<file path="config.mk">
export PLATFORM = sky130hd
export DESIGN_NAME = gfx_power_state_and_sw_smi_regs
export DESIGN_NICKNAME = d
export VERILOG_FILES = /design/src/gfx_pm_pkg.sv /design/src/word_write_if.sv /design/src/gfx_power_state_and_sw_smi_regs.sv /design/src/byte_lane_word.sv
export SDC_FILE = /design/constraint.sdc
export NUM_CORES = 1
export LEC_CHECK = 0
export BUFFER_PORTS_ARGS = -buffer_cell sky130_fd_sc_hd__buf_4
export CAP_MARGIN = 20
export CORE_MARGIN = 1
export CORE_UTILIZATION = 30
export CTS_CLUSTER_DIAMETER = 150
export DETAILED_ROUTE_END_ITERATION = 6
export PLACE_DENSITY_LB_ADDON = 0.15
export SYNTH_ARGS = -nofsm -noshare
export SYNTH_HDL_FRONTEND = slang
export SYNTH_HIERARCHICAL = 1
export SYNTH_SLANG_ARGS = --single-unit
</file>
<file path="constraint.sdc">
create_clock -name mclk -period 2.27 [get_ports mclk]
set_input_delay 0.227 -clock mclk [delete_from_list [all_inputs] [get_ports mclk]]
set_output_delay 0.227 -clock mclk [all_outputs]
set_load 0.02 [all_outputs]
</file>
<file path="src/gfx_pm_pkg.sv">
package gfx_pm_pkg;

	// configuration byte offsets of this function
	localparam logic [7:0] power_control_offset = 8'hD4;
	localparam logic [7:0] mailbox_offset = 8'hE0;

	// power state control/status field layout
	localparam int wake_event_status_pos = 15;
	localparam int wake_event_enable_pos = 8;
	localparam int power_state_lsb = 0;
	localparam int power_state_msb = 1;

	// software interrupt mailbox field layout
	localparam int mailbox_event_pos = 0;
	localparam int mailbox_flag_lsb = 1;
	localparam int mailbox_flag_msb = 7;
	localparam int mailbox_scratch_lsb = 8;
	localparam int mailbox_scratch_msb = 15;

	// reset values
	localparam logic [15:0] mailbox_reset = 16'h0000;
	localparam logic [1:0] power_state_reset = 2'h0;
	localparam logic wake_event_status_value = 1'h0;
	localparam logic wake_event_enable_value = 1'h0;

	// access answer latency in clock cycles
	localparam int access_latency = 1;

	typedef enum logic [1:0]
	{
		state_d0 = 2'h0,
		state_d1 = 2'h1,
		state_d2 = 2'h2,
		state_d3 = 2'h3
	} power_state_type;

endpackage

</file>
<file path="src/word_write_if.sv">
`timescale 1ns/1ps
`default_nettype none

interface word_write_if;
	logic wr;
	logic [1:0] be;
	logic [15:0] wdata;

	modport source
	(
		output wr,
		output be,
		output wdata
	);

	modport sink
	(
		input wr,
		input be,
		input wdata
	);
endinterface

`default_nettype wire

</file>
<file path="src/gfx_power_state_and_sw_smi_regs.sv">
`timescale 1ns/1ps
`default_nettype none

module gfx_power_state_and_sw_smi_regs
	import gfx_pm_pkg::*;
#(
	// return the graphics controller to initial values on D3 to D0
	parameter bit reinit_on_d0 = 1'b1
)
(
	// clock and reset
	input wire logic mclk,
	input wire logic sys_rst,
	// configuration access port
	input wire logic [7:0] cfg_addr,
	input wire logic cfg_wr,
	input wire logic cfg_rd,
	input wire logic [1:0] cfg_be,
	input wire logic [15:0] cfg_wdata,
	output logic [15:0] cfg_rdata,
	output logic cfg_ack,
	// power state to the graphics controller
	output logic [1:0] power_state,
	output logic graphics_reinit,
	// system management interrupt
	output logic smi_request,
	output logic smi_trigger,
	// mailbox contents for firmware
	output logic [6:0] software_flag,
	output logic [7:0] scratch_byte
);

	word_write_if mailbox_wr();

	logic [15:0] mailbox_value;
	logic mailbox_event;
	logic [1:0] requested_state;
	logic [1:0] next_power_state;
	logic control_hit;
	logic mailbox_hit;
	logic control_wr;
	logic state_supported;
	logic [15:0] control_view;
	logic [15:0] next_rdata;
	logic event_prev;

	// word decode: bit 0 of the address is ignored, lanes come from cfg_be
	assign control_hit = cfg_addr[7:1] == power_control_offset[7:1];
	assign mailbox_hit = cfg_addr[7:1] == mailbox_offset[7:1];

	// mailbox storage
	// scratch, flag and event bit share one word; each lane is written on its own
	assign mailbox_wr.wr = cfg_wr && mailbox_hit;
	assign mailbox_wr.be = cfg_be;
	assign mailbox_wr.wdata = cfg_wdata;

	byte_lane_word #(
		.reset_value(mailbox_reset)
	) mailbox_word (
		.mclk(mclk),
		.sys_rst(sys_rst),
		.wr_port(mailbox_wr),
		.value(mailbox_value)
	);

	// the event bit is only ever changed by a software write or by reset; no other hardware clears it
	assign mailbox_event = mailbox_value[mailbox_event_pos];
	assign smi_request = mailbox_event;
	assign software_flag = mailbox_value[mailbox_flag_msb:mailbox_flag_lsb];
	assign scratch_byte = mailbox_value[mailbox_scratch_msb:mailbox_scratch_lsb];

	// one pulse when the event bit goes from clear to set
	// reset clears the event bit as well, so leaving reset never looks like a new event
	always_ff @(posedge mclk)
	begin
		if (sys_rst)
		begin
			event_prev <= 1'b0;
		end
		else
		begin
			event_prev <= mailbox_event;
		end
	end

	always_ff @(posedge mclk)
	begin
		if (sys_rst)
		begin
			smi_trigger <= 1'b0;
		end
		else
		begin
			smi_trigger <= mailbox_event && !event_prev;
		end
	end

	// power state field: only the low byte lane carries it
	assign control_wr = cfg_wr && control_hit && cfg_be[0];
	assign requested_state = cfg_wdata[power_state_msb:power_state_lsb];

	// D1 and D2 are not built: such a write is still acked, its code is dropped
	always_comb
	begin
		unique case (power_state_type'(requested_state))
			state_d0: state_supported = 1'b1;
			state_d3: state_supported = 1'b1;
			state_d1: state_supported = 1'b0;
			state_d2: state_supported = 1'b0;
		endcase
	end

	always_comb
	begin
		next_power_state = power_state;
		if (control_wr && state_supported)
		begin
			next_power_state = requested_state;
		end
	end

	// a reset always lands in D0
	always_ff @(posedge mclk)
	begin
		if (sys_rst)
		begin
			power_state <= power_state_reset;
		end
		else
		begin
			power_state <= next_power_state;
		end
	end

	// optional controller reinitialisation when leaving D3 for D0
	// a single pulse, so the controller sees one request per wake-up
	always_ff @(posedge mclk)
	begin
		if (sys_rst)
		begin
			graphics_reinit <= 1'b0;
		end
		else
		begin
			graphics_reinit <= reinit_on_d0
				&& power_state == state_d3
				&& next_power_state == state_d0;
		end
	end

	// read view of the power control/status word
	// reserved bits and both wake bits read zero; writes to them land nowhere
	always_comb
	begin
		control_view = 16'h0000;
		control_view[wake_event_status_pos] = wake_event_status_value;
		control_view[wake_event_enable_pos] = wake_event_enable_value;
		control_view[power_state_msb:power_state_lsb] = power_state;
	end

	// read mux; unmapped offsets read as zero
	always_comb
	begin
		next_rdata = 16'h0000;
		if (control_hit)
		begin
			next_rdata = control_view;
		end
		else if (mailbox_hit)
		begin
			next_rdata = mailbox_value;
		end
		if (!cfg_be[0])
		begin
			next_rdata[7:0] = 8'h00;
		end
		if (!cfg_be[1])
		begin
			next_rdata[15:8] = 8'h00;
		end
	end

	always_ff @(posedge mclk)
	begin
		if (sys_rst)
		begin
			cfg_rdata <= 16'h0000;
		end
		else if (cfg_rd)
		begin
			// holds until the next read, so a slow master may take it late
			cfg_rdata <= next_rdata;
		end
	end

	// every access, including a discarded state write, completes normally
	always_ff @(posedge mclk)
	begin
		if (sys_rst)
		begin
			cfg_ack <= 1'b0;
		end
		else
		begin
			cfg_ack <= cfg_wr || cfg_rd;
		end
	end

endmodule

`default_nettype wire

</file>
<file path="src/byte_lane_word.sv">
`timescale 1ns/1ps
`default_nettype none

// 16-bit storage word with per-byte write enables
module byte_lane_word
	import gfx_pm_pkg::*;
#(
	parameter logic [15:0] reset_value = 16'h0000
)
(
	// clock and reset
	input wire logic mclk,
	input wire logic sys_rst,
	// write side
	word_write_if.sink wr_port,
	// stored value
	output logic [15:0] value
);

	always_ff @(posedge mclk)
	begin
		if (sys_rst)
		begin
			value <= reset_value;
		end
		else if (wr_port.wr)
		begin
			if (wr_port.be[0])
			begin
				value[7:0] <= wr_port.wdata[7:0];
			end
			if (wr_port.be[1])
			begin
				value[15:8] <= wr_port.wdata[15:8];
			end
		end
	end

endmodule

`default_nettype wire

</file>
# Word level (Yosys, flattened, before mapping)
# Index checks and enable logic that the tools add are counted.
[word_totals] latch_bits=0 word_cells=34 mem_bits_ro=0 ram_bits=0 regBits=38 mem_count=0
[classes] n_reduce_logical=14 magnitude_cmp=0 mul=0 n_eq_ne=6 div=0 muxes=6 n_shift=0 bitwise=0 add_sub_neg=0
[op_table] cell="2-to-1 mux 16 bit" n=2
[op_table] cell="2-to-1 mux 8 bit" n=2
[op_table] cell="equality test 7 bit, second input constant" n=2
[op_table] cell="equality test 2 bit, second input constant" n=3
[op_table] cell="logical AND 1 bit" n=6
[op_table] cell="zero test 2 bit" n=2
[op_table] cell="AND reduction 2 bit" n=2
[op_table] cell="OR reduction 2 bit" n=2
[op_table] cell="equality test 2 x 1 -> 1 bit, second input constant" n=1
[op_table] cell="2-to-1 mux 2 bit" n=1
[op_table] cell="case mux 1 bit (2 select lines)" n=1
[op_table] cell="zero test 1 bit" n=1
[op_table] cell="logical OR 1 bit" n=1

# Depth between registers and ports, before layout
# Gate-level depths: netlist of the first run.
[logic_depth] ltp_word=7 mapped_depth=7 mapped_depth_nobuf=4

# Hierarchy
# Netlist of the first run, hierarchy kept.
[modules_own_cells] mod="gfx_power_state_and_sw_smi_regs" seq_area_each_um2=440.4 n_inst=1 cells_per_inst=105 area_per_inst_um2=982.2
[modules_own_cells] mod="byte_lane_word" seq_area_each_um2=320.3 n_inst=1 cells_per_inst=73 area_per_inst_um2=740.7

# Least setup slack after synthesis of the first run
# Ideal clock, no wire load.
[synth_timing] path_kind="input port to flip-flop" from="in cfg_addr[3]" to="reg mailbox_word.value[7]" t_arrival_ns=1.385 required_ns=2.204 setup_ns=0.066 setup_slack_ns=0.819 path_buffers=3 cell_stages=7 cell_sequence="and4bb_1 -> buf_6 -> buf_4 -> and3_1 -> buf_6 -> a21bo_2 -> a21oi_2"
[synth_between] elab_chain_len=3
[synth_rtl] element="start: declaration" line="gfx_power_state_and_sw_smi_regs.sv:15" rtl="input wire logic [7:0] cfg_addr,"
[synth_rtl] element="equality test 7 bit" line="gfx_power_state_and_sw_smi_regs.sv:49" rtl="assign mailbox_hit = cfg_addr[7:1] == mailbox_offset[7:1];"
[synth_rtl] element="logical AND 1 bit" line="gfx_power_state_and_sw_smi_regs.sv:53" rtl="assign mailbox_wr.wr = cfg_wr && mailbox_hit;"
[synth_rtl] element="via mailbox_wr.wr" line="word_write_if.sv:5" rtl="logic wr;"
[synth_rtl] element="AND reduction 2 bit (no source line)"
[synth_rtl] element="end signal: assignment" line="byte_lane_word.sv:24" rtl="value <= reset_value;"
[synth_rtl] element="end signal: assignment" line="byte_lane_word.sv:30" rtl="value[7:0] <= wr_port.wdata[7:0];"
[synth_rtl] element="end: declaration" line="byte_lane_word.sv:17" rtl="output logic [15:0] value"
# The timed path passes the listed nets, and every way through them passes these cells.
# A chain may end at the register's enable or synchronous reset.

# Worst setup path after layout of the first run
[layout_timing] from="in cfg_addr[2]" to="reg mailbox_word.value[9]"
# The elaborated chain is that of the path after synthesis.

==> flow_summary.yaml, run 1 <==
timing:
  tns_ns: 0
  slew_viol_final: 0
  slew_headroom: 0.7000
  skew_ns: 0.004674
  rsz0062_at_grt: "false"
  max_freq_ghz: 0.7752
  period_share: 0.5683
  period_minus_slack_ns: 1.290
  tightest_slew_ns: 0.4500
  hold_viol_final: 0
  setup_viol: 0
synthesis:
  yosysSeqAreaShare: 0.4415
  syn-cell-area_sq_um: 1723
  synth_simple_gate_area_frac: 0.2295
  yosys.area_share.adder: 0
  postSynthAreaPerCell_sq_um: 9.679
  ys_seq_elements: 38
  yosysWarningCount: 6
  syn_inst: 178
  synth_top_family_by_area: "simple AND/OR/NAND/NOR gates"
  synth_cell_types: 31
  synth_nets: 208
  muxShareOfSynthArea: 0
  synth_xor_area_frac: 0
  synth_compound_area_frac: 0.2259
power:
  power_uw: 1360
  p_leak_uw: 0.0009031
  ir_worst_vdd_v: 0.0002253
  p_per_area_nw_per_um2: 600.3
clock_tree:
  hold_buffers: 0
  postCtsSetupRepairBufs: 0
  numCtsBuffers: 5
  root_buffer: "clkbuf_8"
  clk_pin_slew_ns: 0.07
  cts_tree: "yes"
  numClockSinks: 38
  clk_latency_ns: 0.28
  cts_buffer_depth: 2
  cts_resized: 0
  ctsHtreeMaxLevel: 2
cells_and_area:
  final_cell_mix: "67 x buf_4, 38 x dfxtp_1, 27 x a21oi_1"
  n_antenna_cell: 0
  final_common_cell: "buf_4"
  syn_to_final_growth_pct: 31.52
  fin_nets: 264
  layout-drive-gt1-share: 0.3745
critical_path:
  worst_setup_path_end_kind: "flip-flop"
  rrSetupSlack_ns: 1.41
  cp_max_fo: 32
  cp.required_ns: 2.42
  setup.worst_path.start_class: "primary input"
  critical_path_class: "primary input to flip-flop"
  arrival_ns: 1.44
worst_hold_path:
  min_path_type: "primary input to flip-flop"
routing:
  antenna_left: 0
  drt-initial-drc-count: 105
  vias: 1499
  wl_per_cell_um: 14.04
  vias_per_cell: 4.883
  routed_wl_um: 4311
  drc: 0
  firstDrtPassIters: 4
floorplanning:
  die_h_um: 77.78
  coreArea_sq_um: 5507
  ios: 67
  num_rows: 27
  die_w_um: 77.78
  die_area_sq_um: 6050
  initial_core_util: 0.3129
global_routing:
  antenna_found_initial: 0
  grt_max_degree: 40
  overflow: 0
  grt_pass1_vias: 1303
  grtUsageTotal: 0.1425
  grt_pass1_wl_um: 6699
run_status:
  outcome: "finished, final reports clean"
run:
  cap_violations: 0
placed_design:
  port_buffers: 65
  gp_congestion: 0.7030
  dp_hpwl_um: 2904
[routing by layer]
| layer | share of wire | global-route usage | wire, um |
|---|---|---|---|
| met5 | 0 | 0 | 0 |
| met3 | 0.054 | 0.03765 | 233 |
| met2 | 0.41 | 0.1850 | 1788 |
| met4 | 0.0039 | 0.05094 | 17 |
| met1 | 0.53 | 0.2181 | 2271 |
[sequential cells by signal, summed over array words and instances, names as in the netlist]
| register | count |
|---|---|
| cfg_ack | 1 |
| graphics_reinit | 1 |
| smi_trigger | 1 |
| power_state | 2 |
| event_prev | 1 |
| mailbox_word/value | 16 |
| cfg_rdata | 16 |
[logic make-up after synthesis]
kind of cell,count (synthesis)
and+or+nand+nor,63
AOI/OAI and AO/OA,54
DFF,38
buffers and inverters,23
[critical path, stage by stage]
cell and delay (ns):
buf_4 0.13, nor3b_1 0.33, and3_1 0.20, buf_4 0.30
a21bo_2 0.18, a21oi_1 0.06
[stage by stage]
step / std cells / utilization / setup slack [ns] / hold slack, ns / area, sq um
2_1_floorplan: 178 / - / 0.8194 / 0.3035 / 1723
3_3_place_gp: 299 / 0.3917 / 0.6999 / 0.3703 / 2157
3_5_place_dp: 299 / 0.3917 / 0.6897 / 0.3856 / 2157
4_1_cts: 307 / 0.4115 / 0.9924 / 0.1438 / 2266
5_1_grt: 307 / 0.4115 / 0.9303 / 0.1576 / 2266
6_report: 307 / 0.4115 / 0.9800 / 0.1518 / 2266
[Yosys cell counts]
cell      instances  area, sq um
a22oi_1           2        15.01
o311ai_0          2        17.52
nand2b_1         14        87.58
clkbuf_2          1        5.000
nand4_1          17        106.4
nand3_1          16        80.08
dfxtp_1          38        760.7
a21oi_1          27        135.1
inv_1             5        18.77
clkbuf_1          1        3.750
nor3b_1           1        7.510
nand4b_1          1        8.760
a21oi_2           3        26.28
nor4_1            1        6.260
and2_1            1        6.260
buf_4             4        30.03
buf_6             8        90.09
o311ai_1          2        17.52
o32ai_1           2        17.52
and3b_1           2        17.52
nand2_1           1        3.750
nor2b_1           3        18.77
buf_2             3        15.01
and4b_1           1        10.01
and3_1            1        6.260
and4bb_1          1        12.51
a21bo_1           7        70.07
buf_8             1        15.01
nor2_1            2        7.510
and4bb_4          1        16.27
a21bo_2           9        90.09
[path summary, 6_finish.rpt]
kind,from,to,cells past startpoint
hold reg to reg,event_prev$_SDFF_PP0_,smi_trigger$_SDFF_PP0_,1
setup reg to reg,power_state[1]$_SDFF_PP0_,power_state[1]$_SDFF_PP0_,2
setup / recovery,cfg_addr[2],mailbox_word/value[9]$_SDFFE_PP0P_,6
hold / removal,cfg_wdata[0],graphics_reinit$_SDFF_PP0_,2
[power breakdown]
part           leakage (uW)  switching [uW]  internal (uW)
Combinational      0.000538            62.9           55.5
Sequential         0.000307            8.93            673
Clock             0.0000579             236            323
[area by class of cell]
cell class / count / area (sq um)
Tap cell: 72 / 90.09
Sequential cell: 38 / 760.7
Clock buffer: 5 / 68.82
Multi-Input combinational cell: 117 / 784.5
Fill cell: 576 / 3241
Clock inverter: 3 / 40.04
Inverter: 5 / 18.77
Timing Repair Buffer: 67 / 503.0
Note: power is estimated with default switching activity, not from simulation.
==> inputs of run 2 (changes only) <==
- ABC_AREA: default -> 1
- clock period: 2.27 -> 1.2 ns (I/O delays scaled with it)
==> run 2 against run 1 <==
Design area grew 0.66%. Routed wire length is 14% lower. Synthesized area is 7.4% lower. Critical endpoint is now mailbox_word/value[0]$_SDFFE_PP0P_. Largest cell class is now flip-flops and latches.
==> flow_summary.yaml, run 2 <==
run_status:
  outcome: "finished, final reports clean"
timing:
  hold_viol_final: 0
  slew_viol_final: 0
  tightest_slew_ns: 0.3256
  skew_ns: 0.005521
  postLayoutSetupSlackWorst_ns: 0.2368
  setup_viol: 0
  whs_ns: 0.05337
  max_freq_ghz: 1.038
  period_minus_slack_ns: 0.9632
  slew_headroom: 0.7826
  period_share: 0.8027
  rsz0062_at_grt: "false"
synthesis:
  synth-edff-count: 0
  ys_seq_elements: 38
  yosysWarningCount: 6
  synth_compound_area_frac: 0.05961
  yosys_most_used_dff: "dfxtp_1"
  syn_inst: 225
  synth_top_family_by_area: "simple AND/OR/NAND/NOR gates"
  postSynthAreaPerCell_sq_um: 7.090
  yosys-top-cells-area: "dfxtp_1 48%, nand2_1 14%, nor2_1 8.9%, nand3_1 6.9%, inv_1 6.4%"
  synth_xor_area_frac: 0
  yosysTopAreaCellShare: 0.4769
  muxShareOfSynthArea: 0
  synth_cell_types: 18
  synth_simple_gate_area_frac: 0.3467
  syn-cell-area_sq_um: 1595
  yosysMostFrequentCell: "nand2_1"
  yosysSeqAreaShare: 0.4769
  synthArstFlopShare: 0
  yosysTopAreaCell: "dfxtp_1"
  synth_nets: 255
  yosys.area_share.adder: 0
  synth_commonest_cells: "58 x nand2_1, 38 x dfxtp_1, 38 x nor2_1"
critical_path:
  setup.worst_path.start_class: "primary input"
  cp_max_fo: 16
  arrival_ns: 1.18
  critical_path_class: "primary input to flip-flop"
  cp.required_ns: 1.42
  worst_setup_path_end_kind: "flip-flop"
clock_tree:
  cts_tree: "yes"
  hold_buffers: 0
  ctsHtreeMaxLevel: 2
  numClockSinks: 38
  postCtsSetupRepairBufs: 0
  cts_buffer_depth: 2
  numCtsBuffers: 5
  clk_pin_slew_ns: 0.07
  clk_latency_ns: 0.28
  root_buffer: "clkbuf_8"
  cts_resized: 0
power:
  switching_power_uw: 508.5
  p_int_uw: 1970
  pwr-share-comb: 0.070
  p_clk_frac: 0.419
  power_uw: 2478
  switching_share: 0.2052
  ir_worst_vdd_v: 0.0006798
  p_per_area_nw_per_um2: 1086
  power_frac_seq: 0.511
  p_leak_uw: 0.001140
placed_design:
  port_buffers: 65
  preCtsSetupSlack_ns: -0.07002
  dp_hpwl_um: 2707
  gp_congestion: 0.7667
floorplanning:
  ios: 67
  initial_core_util: 0.3123
  coreArea_sq_um: 5107
  die_area_sq_um: 5613
  die_w_um: 74.92
  num_rows: 26
  die_h_um: 74.92
global_routing:
  antenna_found_initial: 0
  grtUsageTotal: 0.1459
  grt_max_degree: 24
  grt_pass1_wl_um: 6016
  overflow: 0
  grt_pass1_vias: 1396
cells_and_area:
  layout-drive-gt1-share: 0.3153
  fin_nets: 324
  final_common_cell: "buf_4"
  final_cell_mix: "70 x buf_4, 57 x nand2_1, 38 x dfxtp_1"
  fill_cells: 567
  syn_to_final_growth_pct: 42.98
  top_regs: "cfg_rdata x16, mailbox_word/value x16, power_state x2"
  n_antenna_cell: 0
routing:
  firstDrtPassIters: 4
  drt-initial-drc-count: 32
  vias: 1565
  antenna_left: 0
  routed_wl_um: 3726
  vias_per_cell: 4.288
  wl_per_cell_um: 10.21
  drc: 0
worst_hold_path:
  min_path_type: "primary input to flip-flop"
run:
  cap_violations: 0
[run 2: cell types whose count changed after synthesis, moves of 8 or more]
cell	before	now
a21oi_1	27	19
nor2_1	2	38
nand4_1	17	0
nand2_1	1	58
inv_1	5	27
nand2b_1	14	0
a21bo_2	9	0
[run 2: metrics by stage]
stage               std cells  cell area [sq um]  utilization  setup TNS (ns)
floorplan                 225               1635            -          -1.751
global placement          357               2175       0.4258         -0.8582
detailed placement        357               2175       0.4258         -0.9379
CTS                       365               2281       0.4466               0
global route              365               2281       0.4466               0
finish                    365               2281       0.4466               0
[run 2: critical path, stage by stage]
cell and delay (ns):
buf_4 0.14, inv_12 0.05, nand2_4 0.04, nor2_4 0.10, and2_4 0.16, inv_4 0.04
nor2_4 0.15, nand2_4 0.15, nand2_1 0.09, nand2_1 0.04, nor2_1 0.09
[run 2: path summary, 6_finish.rpt]
check	endpoint	slack (ns)	start	cells after the start
max	mailbox_word/value[0]$_SDFFE_PP0P_	0.24	cfg_addr[3]	11
max reg2reg	cfg_rdata[0]$_SDFFE_PP0P_	0.43	mailbox_word/value[0]$_SDFFE_PP0P_	4
min reg2reg	smi_trigger$_SDFF_PP0_	0.40	event_prev$_SDFF_PP0_	1
min	mailbox_word/value[9]$_SDFFE_PP0P_	0.05	cfg_wdata[9]	3
[run 2: per-layer routing]
metal	vias to the layer above	routed length (um)	GRT usage
met5	-	0	0
met4	0	62	0.06289
met3	7	241	0.03614
met2	50	1722	0.2462
met1	686	1699	0.1766
li1	822	-	-
[run 2: cell type report]
cell class,count,area [sq um],area share
Tap cell,70,87.58,0.03840
Timing Repair Buffer,70,525.5,0.2304
Sequential cell,38,760.7,0.3335
Inverter,30,127.6,0.05595
Clock inverter,1,30.03,0.01317
Multi-Input combinational cell,149,673.1,0.2951
Clock buffer,7,76.32,0.03346
[run 2: kinds of logic after synthesis]
group / Yosys count
simple gates: 130
flops: 38
buf+inv: 38
compound gates: 19
[run 2: power by group through the flow]
stage	clock network (uW)	logic [uW]	registers, uW
3_5_place_dp	0	178	1300
3_3_place_gp	0	176	1300
5_1_grt	1120	194	1270
6_report	1040	175	1270
2_1_floorplan	0	63.7	1300
4_1_cts	1070	178	1270
